**src/inc/flash_pkg.sv**
```systemverilog
/*
  Shared constants for the serial flash status and read command logic:
  opcodes, status bit positions, reset values, lengths and timing.
  Assumes a 250 MHz system clock sampling the serial pins.
*/
package flash_pkg;
  // Opcodes
  localparam logic [7:0] OP_WR_ENABLE  = 8'h06;
  localparam logic [7:0] OP_WR_DISABLE = 8'h04;
  localparam logic [7:0] OP_VOL_ENABLE = 8'h50;
  localparam logic [7:0] OP_SR_READ_LO = 8'h05;
  localparam logic [7:0] OP_SR_READ_HI = 8'h35;
  localparam logic [7:0] OP_SR_READ_QB = 8'h15;
  localparam logic [7:0] OP_SR_WRITE   = 8'h01;
  localparam logic [7:0] OP_READ       = 8'h03;
  localparam logic [7:0] OP_FAST       = 8'h0B;
  localparam logic [7:0] OP_DUAL_OUT   = 8'h3B;
  localparam logic [7:0] OP_QUAD_OUT   = 8'h6B;
  localparam logic [7:0] OP_DUAL_IO    = 8'hBB;
  // Status bit positions
  localparam int BIT_BUSY        = 0;
  localparam int BIT_LATCH       = 1;
  localparam int BIT_LOCK0       = 7;
  localparam int BIT_LOCK1       = 8;
  localparam int BIT_QUAD_ENABLE = 9;
  localparam int BIT_COMPLEMENT  = 14;
  localparam logic [15:0] SR_KEEP_MASK = 16'h8403;
  localparam logic [15:0] SR_RESET     = 16'h0000;
  localparam logic [1:0]  CONT_CODE    = 2'b10;
  // Lengths in bits or clocks
  localparam logic [5:0] CMD_BITS     = 6'd8;
  localparam logic [5:0] ADDR_BITS    = 6'd24;
  localparam logic [5:0] ADDR_MODE    = 6'd32;
  localparam logic [5:0] SR_ONE_BYTE  = 6'd8;
  localparam logic [5:0] SR_TWO_BYTE  = 6'd16;
  localparam logic [5:0] DUMMY_SERIAL = 6'd8;
  localparam logic [5:0] DUMMY_P0     = 6'd4;
  localparam logic [5:0] DUMMY_P1     = 6'd6;
  localparam logic [5:0] DUMMY_P2     = 6'd8;
  localparam logic [5:0] DUMMY_P3     = 6'd8;
  // Timing
  localparam int CLK_PERIOD_NS = 4;
  // Frame states
  typedef enum logic [6:0] {
    ST_IDLE   = 7'b000_0001,
    ST_CMD    = 7'b000_0010,
    ST_ADDR   = 7'b000_0100,
    ST_DUMMY  = 7'b000_1000,
    ST_DATA   = 7'b001_0000,
    ST_SROUT  = 7'b010_0000,
    ST_SRIN   = 7'b100_0000,
    ST_IGNORE = 7'b000_0000
  } frame_state_t;
endpackage : flash_pkg

```
**src/rtl/flash_cmd.sv**
```systemverilog
/*
  Serial flash command logic: write latch control, volatile status
  write enable, status read and write, single, dual and quad reads with
  continuous dual IO mode, plus the read data FIFO.
  Assumes the host drives chip select, serial clock and data lines, and
  an array engine streams bytes from read_addr after read_start.
*/
// What this block does
// Write disable clears the write latch
// Latch clears on reset and operation completion
// Volatile enable dropped unless status write follows
// Volatile enable updates status without write cycle
// Status read anytime, repeats while selected
// 05H gives low byte, 35H high
// 15H only in quad mode, on line zero
// Host polls busy flag before new commands
// Status write needs latch set first
// Status write keeps bits 15, 10, 1, 0
// Status write needs exactly 8 or 16 bits
// One byte clears complement, quad enable too outside quad command mode
// Status write starts timed busy cycle
// Status writes ignored in hardware protection
// Read 03H: address in, data out, incrementing
// Reads rejected while cycle in progress, except continuous dual IO frames
// Fast read: address, dummy byte, data
// Quad mode dummy clocks from read parameter
// Dual output read, two lines out
// Quad output read needs quad enable
// Dual IO: address and mode on two lines
// Mode bits 10 skip next opcode
// Write enable sets the write latch
// Line one odd bits, line zero even
// MSB first; chip select high ends frame
`timescale 1ns/1ns

////////////////////////////////////////////////////////////////////////
module read_fifo #(
  parameter int WIDTH = 8,
  parameter int DEPTH = 16
) (
  // Clock and reset
  input  wire logic             clk,
  input  wire logic             reset_n,
  input  wire logic             flush,
  // Fill side
  input  wire logic             in_valid,
  output logic                  in_ready,
  input  wire logic [WIDTH-1:0] in_data,
  // Drain side
  output logic                  out_valid,
  input  wire logic             out_ready,
  output logic      [WIDTH-1:0] out_data
);
  localparam int AW = $clog2(DEPTH);
  logic [WIDTH-1:0] mem [DEPTH];
  logic [AW:0]      wr_ptr;
  logic [AW:0]      rd_ptr;
  logic             full;
  logic             empty;

  assign full      = (wr_ptr[AW] != rd_ptr[AW]) && (wr_ptr[AW-1:0] == rd_ptr[AW-1:0]);
  assign empty     = wr_ptr == rd_ptr;
  assign in_ready  = !full;
  assign out_valid = !empty;
  assign out_data  = mem[rd_ptr[AW-1:0]];

  always_ff @(posedge clk) begin
    if (in_valid && !full) begin
      mem[wr_ptr[AW-1:0]] <= in_data;
    end
  end

  always_ff @(posedge clk or negedge reset_n) begin
    if (!reset_n) begin
      wr_ptr <= '0;
      rd_ptr <= '0;
    end else if (flush) begin
      wr_ptr <= '0;
      rd_ptr <= '0;
    end else begin
      if (in_valid && !full) begin
        wr_ptr <= wr_ptr + 1'b1;
      end
      if (out_ready && !empty) begin
        rd_ptr <= rd_ptr + 1'b1;
      end
    end
  end
endmodule : read_fifo

////////////////////////////////////////////////////////////////////////
module flash_cmd
  import flash_pkg::*;
#(
  parameter int STATUS_WRITE_DURATION_NS = 5_000_000,
  parameter int FIFO_DEPTH               = 16
) (
  // Clock and reset
  input  wire logic        clk,
  input  wire logic        reset_n,
  // Flash pins
  input  wire logic        cs_n,
  input  wire logic        sclk,
  input  wire logic [3:0]  io_in,
  output logic      [3:0]  io_out,
  output logic      [3:0]  io_oe,
  input  wire logic        wp_n,
  // Configuration
  input  wire logic        quad_command_mode,
  input  wire logic [1:0]  read_param,
  // Other operations
  input  wire logic        ext_busy,
  input  wire logic        ext_done,
  // Status
  output logic      [15:0] status,
  // Array read side
  output logic      [23:0] read_addr,
  output logic             read_start,
  output logic             read_stop,
  input  wire logic        fill_valid,
  output logic             fill_ready,
  input  wire logic [7:0]  fill_data
);
  localparam int SW_CYCLES =
    (STATUS_WRITE_DURATION_NS + CLK_PERIOD_NS - 1) / CLK_PERIOD_NS;

  frame_state_t state;
  frame_state_t next_state;
  logic [2:0]  cs_q;
  logic [2:0]  sclk_q;
  logic [3:0]  io_q1;
  logic [3:0]  io_s;
  logic [1:0]  wp_q;
  logic        cs_s;
  logic        cs_rise;
  logic        cs_fall;
  logic        sclk_rise;
  logic        sclk_fall;
  logic [31:0] sh;
  logic [31:0] next_sh;
  logic [5:0]  cnt;
  logic [5:0]  next_cnt;
  logic [2:0]  lanes_in;
  logic [2:0]  lanes_out;
  logic [7:0]  cmd;
  logic        extra;
  logic        cmd_ok;
  logic        cont;
  logic [5:0]  addr_len;
  logic [5:0]  dummy_len;
  logic        addr_done;
  logic [7:0]  ob;
  logic [2:0]  obits;
  logic [7:0]  cur;
  logic [7:0]  sr_byte;
  logic [3:0]  next_io;
  logic [3:0]  oe_mask;
  logic        out_phase;
  logic        pop;
  logic        fifo_valid;
  logic [7:0]  fifo_data;
  logic [15:0] sr;
  logic [15:0] sr_new;
  logic        write_latch_flag;
  logic        vol_enable;
  logic [31:0] sw_cnt;
  logic        op_in_progress_flag;
  logic        hw_prot;
  logic        sr_write_ok;
  logic        latch_set;
  logic        cmd_decoded;

  function automatic logic [31:0] shift_in(input logic [31:0] s, input logic [3:0] d,
                                           input logic [2:0] n);
    case (n)
      3'd2:    shift_in = {s[29:0], d[1:0]};
      3'd4:    shift_in = {s[27:0], d};
      default: shift_in = {s[30:0], d[0]};
    endcase
  endfunction : shift_in

  function automatic frame_state_t decode(input logic [7:0] op, input logic busy,
                                          input logic quad, input logic qe);
    case (op)
      OP_SR_READ_LO, OP_SR_READ_HI: decode = ST_SROUT;
      OP_SR_READ_QB: decode = quad ? ST_SROUT : ST_IGNORE;
      OP_SR_WRITE:   decode = ST_SRIN;
      OP_READ, OP_FAST: decode = busy ? ST_IGNORE : ST_ADDR;
      OP_DUAL_OUT, OP_DUAL_IO: decode = (busy || quad) ? ST_IGNORE : ST_ADDR;
      OP_QUAD_OUT: decode = (busy || quad || !qe) ? ST_IGNORE : ST_ADDR;
      default:     decode = ST_IGNORE;
    endcase
  endfunction : decode

  ////////////////////////////////////////////////////////////////////
  // Pin synchronisers and edge detection
  always_ff @(posedge clk or negedge reset_n) begin
    if (!reset_n) begin
      cs_q   <= 3'b111;
      sclk_q <= 3'b000;
      io_q1  <= 4'h0;
      io_s   <= 4'h0;
      wp_q   <= 2'b11;
    end else begin
      cs_q   <= {cs_q[1:0], cs_n};
      sclk_q <= {sclk_q[1:0], sclk};
      io_q1  <= io_in;
      io_s   <= io_q1;
      wp_q   <= {wp_q[0], wp_n};
    end
  end

  assign cs_s      = cs_q[1];
  assign cs_rise   = cs_q[1] && !cs_q[2];
  assign cs_fall   = !cs_q[1] && cs_q[2];
  assign sclk_rise = sclk_q[1] && !sclk_q[2] && !cs_s;
  assign sclk_fall = !sclk_q[1] && sclk_q[2] && !cs_s;
  assign op_in_progress_flag = (sw_cnt != 32'h0000_0000) || ext_busy;
  assign hw_prot   = sr[BIT_LOCK1] || (sr[BIT_LOCK0] && !wp_q[1]);
  assign status    = {sr[15:2], write_latch_flag, op_in_progress_flag};

  ////////////////////////////////////////////////////////////////////
  // Frame decode
  assign addr_len  = (cmd == OP_DUAL_IO) ? ADDR_MODE : ADDR_BITS;
  assign cmd_ok    = (state == ST_IGNORE) && !extra;
  assign addr_done = sclk_rise && (state == ST_ADDR) && (next_state != ST_ADDR);
  assign cmd_decoded = sclk_rise && (state == ST_CMD) && (next_state != ST_CMD);

  always_comb begin
    case (read_param)
      2'd0:    dummy_len = DUMMY_P0;
      2'd1:    dummy_len = DUMMY_P1;
      2'd2:    dummy_len = DUMMY_P2;
      default: dummy_len = DUMMY_P3;
    endcase
    if (cmd == OP_READ || cmd == OP_DUAL_IO) begin
      dummy_len = 6'd0;
    end else if (!quad_command_mode) begin
      dummy_len = DUMMY_SERIAL;
    end
  end

  always_comb begin
    lanes_in = 3'd1;
    if (quad_command_mode) begin
      lanes_in = 3'd4;
    end else if (state == ST_ADDR && cmd == OP_DUAL_IO) begin
      lanes_in = 3'd2;
    end
    next_sh    = shift_in(sh, io_s, lanes_in);
    next_cnt   = cnt + {3'd0, lanes_in};
    next_state = state;
    case (state)
      ST_CMD: begin
        if (next_cnt == CMD_BITS) begin
          next_state = decode(next_sh[7:0], op_in_progress_flag,
                              quad_command_mode, sr[BIT_QUAD_ENABLE]);
        end
      end
      ST_ADDR: begin
        if (next_cnt == addr_len) begin
          next_state = (dummy_len == 6'd0) ? ST_DATA : ST_DUMMY;
        end
      end
      ST_DUMMY: begin
        if (cnt + 6'd1 == dummy_len) begin
          next_state = ST_DATA;
        end
      end
      default: next_state = state;
    endcase
  end

  always_ff @(posedge clk or negedge reset_n) begin
    if (!reset_n) begin
      state <= ST_IDLE;
      cnt   <= 6'd0;
      sh    <= 32'h0000_0000;
      cmd   <= 8'h00;
      extra <= 1'b0;
    end else if (cs_s) begin
      state <= ST_IDLE;
    end else if (cs_fall) begin
      state <= cont ? ST_ADDR : ST_CMD;
      cmd   <= cont ? OP_DUAL_IO : 8'h00;
      cnt   <= 6'd0;
      extra <= 1'b0;
    end else if (sclk_rise) begin
      sh    <= next_sh;
      state <= next_state;
      if (next_state != state) begin
        cnt <= 6'd0;
      end else if (state == ST_DUMMY) begin
        cnt <= cnt + 6'd1;
      end else if (!cnt[5]) begin
        cnt <= next_cnt;
      end
      if (state == ST_CMD) begin
        cmd <= next_sh[7:0];
      end
      if (state == ST_IGNORE) begin
        extra <= 1'b1;
      end
    end
  end

  // Continuous dual IO mode
  always_ff @(posedge clk or negedge reset_n) begin
    if (!reset_n) begin
      cont <= 1'b0;
    end else if (addr_done && cmd == OP_DUAL_IO) begin
      cont <= next_sh[5:4] == CONT_CODE;
    end
  end

  ////////////////////////////////////////////////////////////////////
  // Output shifter
  assign out_phase = (state == ST_DATA) || (state == ST_SROUT);
  assign pop       = sclk_fall && (state == ST_DATA) && (obits == 3'd0);
  assign cur       = (obits != 3'd0) ? ob : (state == ST_DATA) ? fifo_data : sr_byte;

  always_comb begin
    case (cmd)
      OP_SR_READ_HI: sr_byte = status[15:8];
      OP_SR_READ_QB: sr_byte = {4{status[1:0]}};
      default:       sr_byte = status[7:0];
    endcase
    lanes_out = 3'd1;
    if (quad_command_mode && cmd != OP_SR_READ_QB) begin
      lanes_out = 3'd4;
    end else if (state == ST_DATA && (cmd == OP_DUAL_OUT || cmd == OP_DUAL_IO)) begin
      lanes_out = 3'd2;
    end else if (state == ST_DATA && cmd == OP_QUAD_OUT) begin
      lanes_out = 3'd4;
    end
    case (lanes_out)
      3'd4: begin
        next_io = cur[7:4];
        oe_mask = 4'hF;
      end
      3'd2: begin
        next_io = {2'b00, cur[7:6]};
        oe_mask = 4'h3;
      end
      default: begin
        next_io = (cmd == OP_SR_READ_QB) ? {3'b000, cur[7]} : {2'b00, cur[7], 1'b0};
        oe_mask = (cmd == OP_SR_READ_QB) ? 4'h1 : 4'h2;
      end
    endcase
  end

  always_ff @(posedge clk or negedge reset_n) begin
    if (!reset_n) begin
      io_out <= 4'h0;
      io_oe  <= 4'h0;
      ob     <= 8'h00;
      obits  <= 3'd0;
    end else if (cs_s || cs_fall) begin
      io_oe  <= 4'h0;
      obits  <= 3'd0;
    end else if (sclk_fall && out_phase) begin
      io_out <= next_io;
      io_oe  <= oe_mask;
      ob     <= cur << lanes_out;
      obits  <= obits + lanes_out;
    end
  end

  // Array address, incremented per byte taken
  always_ff @(posedge clk or negedge reset_n) begin
    if (!reset_n) begin
      read_addr  <= 24'h00_0000;
      read_start <= 1'b0;
      read_stop  <= 1'b0;
    end else begin
      read_start <= addr_done;
      read_stop  <= cs_rise;
      if (addr_done) begin
        read_addr <= (cmd == OP_DUAL_IO) ? next_sh[31:8] : next_sh[23:0];
      end else if (pop) begin
        read_addr <= read_addr + 24'h00_0001;
      end
    end
  end

  read_fifo #(.WIDTH(8), .DEPTH(FIFO_DEPTH)) u_fifo (
    .clk       (clk),
    .reset_n   (reset_n),
    .flush     (cs_s),                     // Held empty while deselected
    .in_valid  (fill_valid),
    .in_ready  (fill_ready),
    .in_data   (fill_data),
    .out_valid (fifo_valid),
    .out_ready (pop),
    .out_data  (fifo_data)
  );

  ////////////////////////////////////////////////////////////////////
  // Status register, write latch and timed write cycle
  assign latch_set   = cs_rise && cmd == OP_WR_ENABLE && cmd_ok;
  assign sr_write_ok = cs_rise && state == ST_SRIN &&
                       (cnt == SR_ONE_BYTE || cnt == SR_TWO_BYTE) &&
                       (write_latch_flag || vol_enable) && !hw_prot &&
                       !op_in_progress_flag;

  always_comb begin
    if (cnt == SR_ONE_BYTE) begin
      sr_new = {sr[15:8], sh[7:0]};
      sr_new[BIT_COMPLEMENT] = 1'b0;
      if (!quad_command_mode) begin
        sr_new[BIT_QUAD_ENABLE] = 1'b0;
      end
    end else begin
      sr_new = {sh[7:0], sh[15:8]};
    end
    sr_new = (sr_new & ~SR_KEEP_MASK) | (sr & SR_KEEP_MASK);
  end

  always_ff @(posedge clk or negedge reset_n) begin
    if (!reset_n) begin
      sr     <= SR_RESET;
      sw_cnt <= 32'h0000_0000;
    end else if (sr_write_ok) begin
      sr     <= sr_new;
      sw_cnt <= vol_enable ? 32'h0000_0000 : 32'(SW_CYCLES);
    end else if (sw_cnt != 32'h0000_0000) begin
      sw_cnt <= sw_cnt - 32'h0000_0001;
    end
  end

  always_ff @(posedge clk or negedge reset_n) begin
    if (!reset_n) begin
      write_latch_flag <= 1'b0;
    end else if (latch_set) begin
      write_latch_flag <= 1'b1;
    end else if ((cs_rise && cmd == OP_WR_DISABLE && cmd_ok) ||
                 sw_cnt == 32'h0000_0001 || ext_done) begin
      write_latch_flag <= 1'b0;
    end
  end

  always_ff @(posedge clk or negedge reset_n) begin
    if (!reset_n) begin
      vol_enable <= 1'b0;
    end else if (cs_rise && cmd == OP_VOL_ENABLE && cmd_ok) begin
      vol_enable <= 1'b1;
    end else if ((cmd_decoded && next_sh[7:0] != OP_SR_WRITE) ||
                 (cs_rise && state == ST_SRIN)) begin
      vol_enable <= 1'b0;
    end
  end
endmodule : flash_cmd

```
**config.mk**
```make
export PLATFORM = sky130hd
export DESIGN_NAME = flash_cmd
export DESIGN_NICKNAME = d
export VERILOG_FILES = /design/src/inc/flash_pkg.sv /design/src/rtl/flash_cmd.sv
export SDC_FILE = /design/constraint.sdc
export NUM_CORES = 1
export LEC_CHECK = 0
export BUFFER_PORTS_ARGS = -buffer_cell sky130_fd_sc_hd__buf_2
export CAP_MARGIN = 10
export CORE_ASPECT_RATIO = 1.75
export CORE_MARGIN = 2
export CORE_UTILIZATION = 56
export CTS_BUF_LIST = sky130_fd_sc_hd__clkbuf_4
export DETAILED_ROUTE_END_ITERATION = 12
export MAX_ROUTING_LAYER = met4
export PLACE_DENSITY_LB_ADDON = 0.3
export REMOVE_ABC_BUFFERS = 1
export SETUP_SLACK_MARGIN = 0.5
export SYNTH_ARGS = -nofsm -noshare
export SYNTH_HDL_FRONTEND = slang
export SYNTH_SLANG_ARGS = --single-unit
export TNS_END_PERCENT = 30
```
**constraint.sdc**
```tcl
create_clock -name clk -period 4.78 [get_ports clk]
set_input_delay 0.717 -clock clk [delete_from_list [all_inputs] [get_ports clk]]
set_output_delay 0.717 -clock clk [all_outputs]
set_load 0.005 [all_outputs]
```
# --- After elaboration in Yosys (flattened, before gate mapping) ---
# Memories as Yosys holds them, arrays and structs flattened.
# Index checks and enable logic that the tools add are counted.
op_classes:
  addsub: 7
  mul: 0
  n_div: 0
  magnitude_cmp: 0
  n_eq_ne: 45
  n_shift: 1
  muxes: 65
  n_bitwise: 4
  n_reduce_logical: 85
ops:
  columns: ["cell", "count"]
  rows:
  - ["24-bit 2-to-1 mux", 3]
  - ["32-bit 2-to-1 mux", 2]
  - ["32-bit one-hot mux with 2 select lines", 1]
  - ["6-bit 2-to-1 mux", 8]
  - ["8-bit 2-to-1 mux", 6]
  - ["7-bit 2-to-1 mux", 6]
  - ["7-bit one-hot mux with 6 select lines", 1]
  - ["1-bit logical AND", 35]
  - ["32-bit by 1-bit == test with 1-bit output (second input constant)", 1]
  - ["8-bit by 6-bit == test with 1-bit output (second input constant)", 4]
  - ["32-bit nonzero test", 1]
  - ["32-bit by 1-bit subtractor with 32-bit output (second input constant)", 1]
  - ["3-bit 2-to-1 mux", 10]
  - ["5-bit 2-to-1 mux", 5]
  - ["24-bit by 1-bit adder with 24-bit output (second input constant)", 1]
  - ["8-bit by 3-bit == test with 1-bit output (second input constant)", 3]
  - ["8-bit by 7-bit == test with 1-bit output (second input constant)", 3]
  - ["4-bit one-hot mux with 2 select lines", 3]
  - ["21-bit 2-to-1 mux", 1]
  - ["7-bit one-hot mux with 3 select lines", 1]
  - ["2-bit nonzero test", 10]
  - ["8-bit by 2-bit == test with 1-bit output (second input constant)", 2]
  - ["8-bit by 5-bit == test with 1-bit output (second input constant)", 2]
  - ["8-bit == test (second input constant)", 2]
  - ["other kinds (46)", 95]
word_totals:
  ff_bits: 175
  latchBits: 0
  ram_bits: 128
  romBits: 0
  output_inout_bits: 51
  wordCells: 233
  mem_count: 1
memory_table:
  columns: ["name", "depth", "width", "rd", "rd_clocked_by_memory_dff", "write_ports", "line", "source"]
  rows:
  - ["u_fifo.mem", 16, 8, 1, 0, 1, "flash_cmd.sv:55", "logic [WIDTH-1:0] mem [DEPTH];"]

# --- Longest topological paths before layout ---
depth:
  word_depth: 17
  ltp_mapped: 21
  mapped_depth_nobuf: 16

# --- Hierarchy ---
# From an unflattened synthesis, not the netlist that was laid out.
unflattened:
  cells_unflattened: 1365
  hier_area_um2: 14938.1
by_module_without_submodules:
  columns: ["mod", "instances", "cells_each", "area_each_um2", "seq_area_each_um2"]
  rows:
  - ["flash_cmd", 1, 1036, 9191.3, 4011.3]
  - ["read_fifo", 1, 329, 5746.8, 4093.9]

# --- Worst setup path after synthesis ---
# OpenSTA, ideal clock, no wires.
synth_timing:
  kind: "input to register"
  start: "input quad_command_mode"
  end: "register read_addr[18]"
  setup_time_ns: 0.139
  t_arrival_ns: 5.053
  required_time_ns: 4.641
  path_slack_ns: -0.411
  cell_stages: 20
  path_cell_list: "clkbuf_1 -> clkbuf_1 -> clkbuf_1 -> buf_1 -> clkbuf_1 -> nor4_1 -> and3_1 -> ha_1 -> a21o_1 -> a21oi_1 -> or2_2 -> ha_1 -> and3b_1 -> nor3b_1 -> mux2i_1 -> nor2_1 -> nand3b_1 -> a21oi_1 -> a211oi_1 -> or4_1"
synth_between:
  elab_chain_len: 11
synth_lines:
  columns: ["element", "line", "source"]
  rows:
  - ["start: declaration", "flash_cmd.sv:109", "input wire logic quad_command_mode,"]
  - ["3-bit 2-to-1 mux", "flash_cmd.sv:245", "if (quad_command_mode) begin"]
  - ["3-bit == test or 3-bit by 2-bit == test with 1-bit output (tied branches)", "flash_cmd.sv:175", "case (n)"]
  - ["32-bit one-hot mux with 2 select lines", "flash_cmd.sv:175", null]
  - ["8-bit by 6-bit == test with 1-bit output, or another cell as far along", "flash_cmd.sv:184", "case (op)"]
  - ["2-bit OR reduction", "flash_cmd.sv:184", null]
  - ["7-bit one-hot mux with 6 select lines", "flash_cmd.sv:184", null]
  - ["7-bit 2-to-1 mux", "flash_cmd.sv:255", "if (next_cnt == CMD_BITS) begin"]
  - ["7-bit one-hot mux with 3 select lines", "flash_cmd.sv:253", "case (state)"]
  - ["7-bit by 3-bit inequality test with 1-bit output", "flash_cmd.sv:226", "assign addr_done = sclk_rise && (state == ST_ADDR) && (next_state != ST_ADDR);"]
  - ["1-bit logical AND", "flash_cmd.sv:226", null]
  - ["24-bit 2-to-1 mux or 2-bit nonzero test (tied branches)", null, null]
  - ["end signal: assignment", "flash_cmd.sv:379", "read_addr <= (cmd == OP_DUAL_IO) ? next_sh[31:8] : next_sh[23:0];"]
  - ["end signal: assignment", "flash_cmd.sv:381", "read_addr <= read_addr + 24'h00_0001;"]
  - ["end: declaration", "flash_cmd.sv:117", "output logic [23:0] read_addr,"]
# Several ways; a longest one is shown, not always the timed one.
# A chain may end at the register's enable or synchronous reset.

# --- Worst setup path in the final report ---
layout_timing:
  start: "register cmd[1]"
  end: "register read_addr[18]"
layout_between:
  elab_chain_len: 14
layout_lines:
  columns: ["element", "line", "source"]
  rows:
  - ["start: declaration", "flash_cmd.sv:145", "logic [7:0] cmd;"]
  - ["start signal: assignment", "flash_cmd.sv:285", "cmd <= cont ? OP_DUAL_IO : 8'h00;"]
  - ["start signal: assignment", "flash_cmd.sv:299", "cmd <= next_sh[7:0];"]
  - ["8-bit == test", null, null]
  - ["1-bit logical AND", "flash_cmd.sv:247", "end else if (state == ST_ADDR && cmd == OP_DUAL_IO) begin"]
  - ["2-bit 2-to-1 mux", "flash_cmd.sv:247", null]
  - ["3-bit 2-to-1 mux", "flash_cmd.sv:245", null]
  - ["3-bit == test or 3-bit by 2-bit == test with 1-bit output (tied branches)", "flash_cmd.sv:175", null]
  - ["32-bit one-hot mux with 2 select lines", "flash_cmd.sv:175", null]
  - ["8-bit by 6-bit == test with 1-bit output, or another cell as far along", "flash_cmd.sv:184", null]
  - ["2-bit OR reduction", "flash_cmd.sv:184", null]
  - ["7-bit one-hot mux with 6 select lines", "flash_cmd.sv:184", null]
  - ["7-bit 2-to-1 mux", "flash_cmd.sv:255", null]
  - ["7-bit one-hot mux with 3 select lines", "flash_cmd.sv:253", null]
  - ["7-bit by 3-bit inequality test with 1-bit output", "flash_cmd.sv:226", null]
  - ["1-bit logical AND", "flash_cmd.sv:226", null]
  - ["24-bit 2-to-1 mux or 2-bit nonzero test (tied branches)", null, null]
# Several ways; a longest one is shown, not always the timed one.

==> impl_summary.log <==
[metrics] Seq pwr share: 51.7%
[metrics] capturing element type of the critical path: flop
[metrics] Starting Density: 56.91%
[metrics] switching share of total power: 28.72%
[metrics] unrepaired setup endpoints after global routing: no
[metrics] placed wire-length estimate after detailed placement: 26100 um
[metrics] Post-Route WL: 36810 um
[metrics] status: finished clean
[metrics] critical path's largest stage delay: 0.51 ns
[metrics] area of the placeable core: 25860 um^2
[metrics] crit path kind: reg -> reg
[metrics] CTS sink count: 298
[metrics] vias in the first global route: 10880
[metrics] path depth of the worst reg2reg path: 16
[metrics] Async SR Flop Fraction: 57.05%
[metrics] Worst Path Max Fanout: 6
[metrics] net total in the final layout: 1431
[metrics] Ports: 74
[metrics] slowest stage cell, crit path: or4_1
[metrics] crit-path cells: and4b_2, and2_1, and3_1, ha_1, a21o_1, a21oi_1, or2_2, ha_1, and3b_1, nand4_1, buf_4, nor3_2, a32oi_2, o21ai_4, a211oi_1, or4_1
[metrics] Synth Cell Area: 14720 um^2
[metrics] ratio of cells with drive above 1 in the final layout: 21.59%
[metrics] layout filler cell count: 2077
[metrics] largest cells by area after synthesis: dfrtp_1 28%, edfxtp_1 26%, mux4_2 6.1%
[metrics] startpoint kind of the worst setup timing path: flop
[metrics] Max rail drop VDD: 0.0002868 V
[metrics] hold_buf cts: 0
[metrics] Relative slew margins: 28.59%
[metrics] final count of hold timing violations: 0
[metrics] worst hold path cell count: 1
[metrics] sequential-to-total area share from yosys stat: 55.07%
[metrics] slew of the pin with the lowest slew margin: 1.071 ns
[metrics] synth-to-layout area growth: 11.07%
[metrics] clock tree from TritonCTS: done
[metrics] portion of total power attributed to combinational logic: 11.7%
[metrics] post-CTS clock slew at the launch and capture registers of the worst setup and hold paths: 0.07 ns
[metrics] clk_skew: 0.05611 ns
[metrics] area fraction of the dominant cell type after synthesis: 27.88%
[metrics] Worst-Skew Late Latency: 0.78 ns
[metrics] Post-Synthesis Mean Instance Area: 11.41 um^2
[metrics] post-synth cell types: 80
[metrics] commonest cells after routing, fill and taps aside: 167 x nand2_1, 163 x dfrtp_1, 128 x edfxtp_1, 105 x clkbuf_4, 91 x o21ai_0
[metrics] Root Driver: clkbuf_4
[metrics] antenna-violating nets left: 0
[metrics] number of DRC violations after detailed-routing iteration 0: 741
[metrics] share of the cycle needed by the critical path after routing: 85.78%
[metrics] die outline height: 218.5 um
[metrics] Int Power: 0.004179 W
[metrics] time the worst path needs with I/O delays and setup: 4.100 ns
[metrics] Die X-Extent: 126.6 um
[metrics] switching power: 0.001683 W
[metrics] count of buffers inserted at the top-level ports: 71
[metrics] arrival time at the worst endpoint: 4.72 ns
[metrics] total via count in the routed design: 10640
[metrics] number of violations of the max-capacitance limit: 0
[metrics] Yosys warning total: 0
[metrics] leading area contributor after synthesis: dfrtp_1
[metrics] maximum level of the CTS H-tree: 3
[metrics] count of flip-flops with a built-in enable after synthesis: 128
[metrics] maximum number of pins on one net before global-route repair: 108
[metrics] number of synthesized register bits: 298
[metrics] number of vias per cell: 6.019
[metrics] per-cell routed wire length: 20.83 um
[metrics] Lkg Pwr: 6.544 nW
[metrics] router iterations before antenna repair: 5
[metrics] Total GRT Usage: 28.14%
[metrics] Core Rows: 78
[metrics] Synth Flop Type: dfrtp_1
[metrics] Die Outline Area: 27650 um^2
[metrics] global route total overflow: 0
[metrics] number of CTS-inserted buffers: 72
[metrics] pwr/cell area: 358.6 nW/um^2
[metrics] post-synthesis cell count: 1290
[metrics] wire length of the first global-routing pass: 58510 um
[metrics] power after layout: 0.005862 W
[metrics] maximum clock frequency: 243.9 MHz
[metrics] # setup viols final: 0
[metrics] Final Max Tran Viols: 0
[metrics] Clk pwr share: 36.5%
[metrics] # DRC: 0
[metrics] dominant cell type by count on the critical path: ha_1
[metrics] most common cell after layout, fill and taps aside: nand2_1
[metrics] Max Root-Sink Buffers: 3
[metrics] setup TNS: 0 ns
[metrics] placer's final routability congestion estimate: 0.9349
[metrics] Hold Path Class: in -> reg
[metrics] number of antenna violations at the first check in global routing: 2
[metrics] Data required, critical path: 5.40 ns
-- power by group through the flow --
stage / Sequential (W) / Clock (W) / Combinational, W
floorplan: 0.00301 / 0 / 0.000421
global placement: 0.00307 / 0 / 0.000668
detailed placement: 0.00307 / 0 / 0.000683
CTS: 0.00302 / 0.00221 / 0.000687
global route: 0.00305 / 0.00233 / 0.000764
finish: 0.00303 / 0.00214 / 0.000687
-- critical path: cells and delay by family, from the launching register on --
kind,cells,cell delay (ns)
and+or+nand+nor,8,2.14
AOI/OAI and AO/OA,5,0.63
adders and majority gates,2,0.56
DFF,1,0.44
buffers and inverters,1,0.21
-- layer usage --
metal	vias up	track usage, %	part of all wire [%]
li1	4974	-	-
met1	5248	30.13	37
met2	293	49.16	54
met3	121	4.774	4.0
met4	0	15.57	4.9
met5	-	-	0
-- registers in the layout, summed over array words and instances (netlist names), 6 cells and up --
signal	count
ob	8
cmd	8
state	7
sh	31
u_fifo.mem	128
read_addr	24
sr	12
cnt	6
sw_cnt	32
-- path summary, 6_finish.rpt --
kind | startpoint | end | slack, ns
worst max-delay path | cmd[1]$_DFFE_PN0P_ | read_addr[18]$_DFFE_PN0P_ | 0.68
worst min-delay path | cs_n | cs_q[0]$_DFF_PN1_ | 0.07
worst max register to register | cmd[1]$_DFFE_PN0P_ | read_addr[18]$_DFFE_PN0P_ | 0.68
worst min register to register | io_q1[1]$_DFF_PN0_ | io_s[1]$_DFF_PN0_ | 0.34
max in group asynchronous | reset_n | wp_q[0]$_DFF_PN1_ | 3.64
min in group asynchronous | reset_n | io_s[1]$_DFF_PN0_ | 0.11
-- stage by stage --
stage	setup slack [ns]	area, um^2	util, %	std cells	hold slack, ns
floorplan	-0.6052	14390	-	1220	0.3312
global placement	0.5210	15350	59.36	1633	0.3368
detailed placement	0.4669	15350	59.36	1633	0.3347
CTS	0.5745	16290	63.00	1762	0.01083
global route	0.4941	16350	63.21	1767	0.01934
finish	0.6797	16350	63.21	1767	0.07448
-- cells by family after synthesis --
group,synth area share (%)
xor gates and xnor gates,4.047
DFF,55.07
AOI/OAI and AO/OA,9.666
buffers and inverters,2.984
adders and majority gates,1.632
muxes,11.30
other,0.02548
and+or+nand+nor,15.28
-- Yosys cell counts (7+ instances only) --
library cell,count
buf_1,7
nor3_1,39
edfxtp_1,128
xor2_1,35
inv_1,28
a21oi_1,72
a21o_1,8
nor2_1,86
mux2i_1,48
nand2b_1,13
clkbuf_1,47
buf_4,7
xnor2_1,33
o21ai_0,91
and2_1,9
dfrtp_1,164
nor2b_1,11
mux4_2,40
nand3_1,31
ha_1,16
a211oi_1,8
and3_1,14
nand2_1,167
nand4_1,17
mux2_2,25
or3_1,8
nor4_1,16
-- area by class of cell --
class | count | area [um^2] | area share [%]
clock inverter | 24 | 153.9 | 0.9415
clock buffer | 105 | 788.3 | 4.822
tap | 320 | 400.4 | 2.449
multi-input combinational | 893 | 6202 | 37.94
inverter | 29 | 108.9 | 0.6659
antenna | 2 | 5.005 | 0.03062
sequential | 298 | 8107 | 49.59
timing repair buffer | 96 | 581.8 | 3.559
-- timing repair --
item | 4_1_cts | 5_1_grt
setup endpoints to repair | 0 | 25
gates resized for setup | 0 | 7
buffers inserted | 0 | 3
Note: power is estimated with default switching activity, not from simulation.
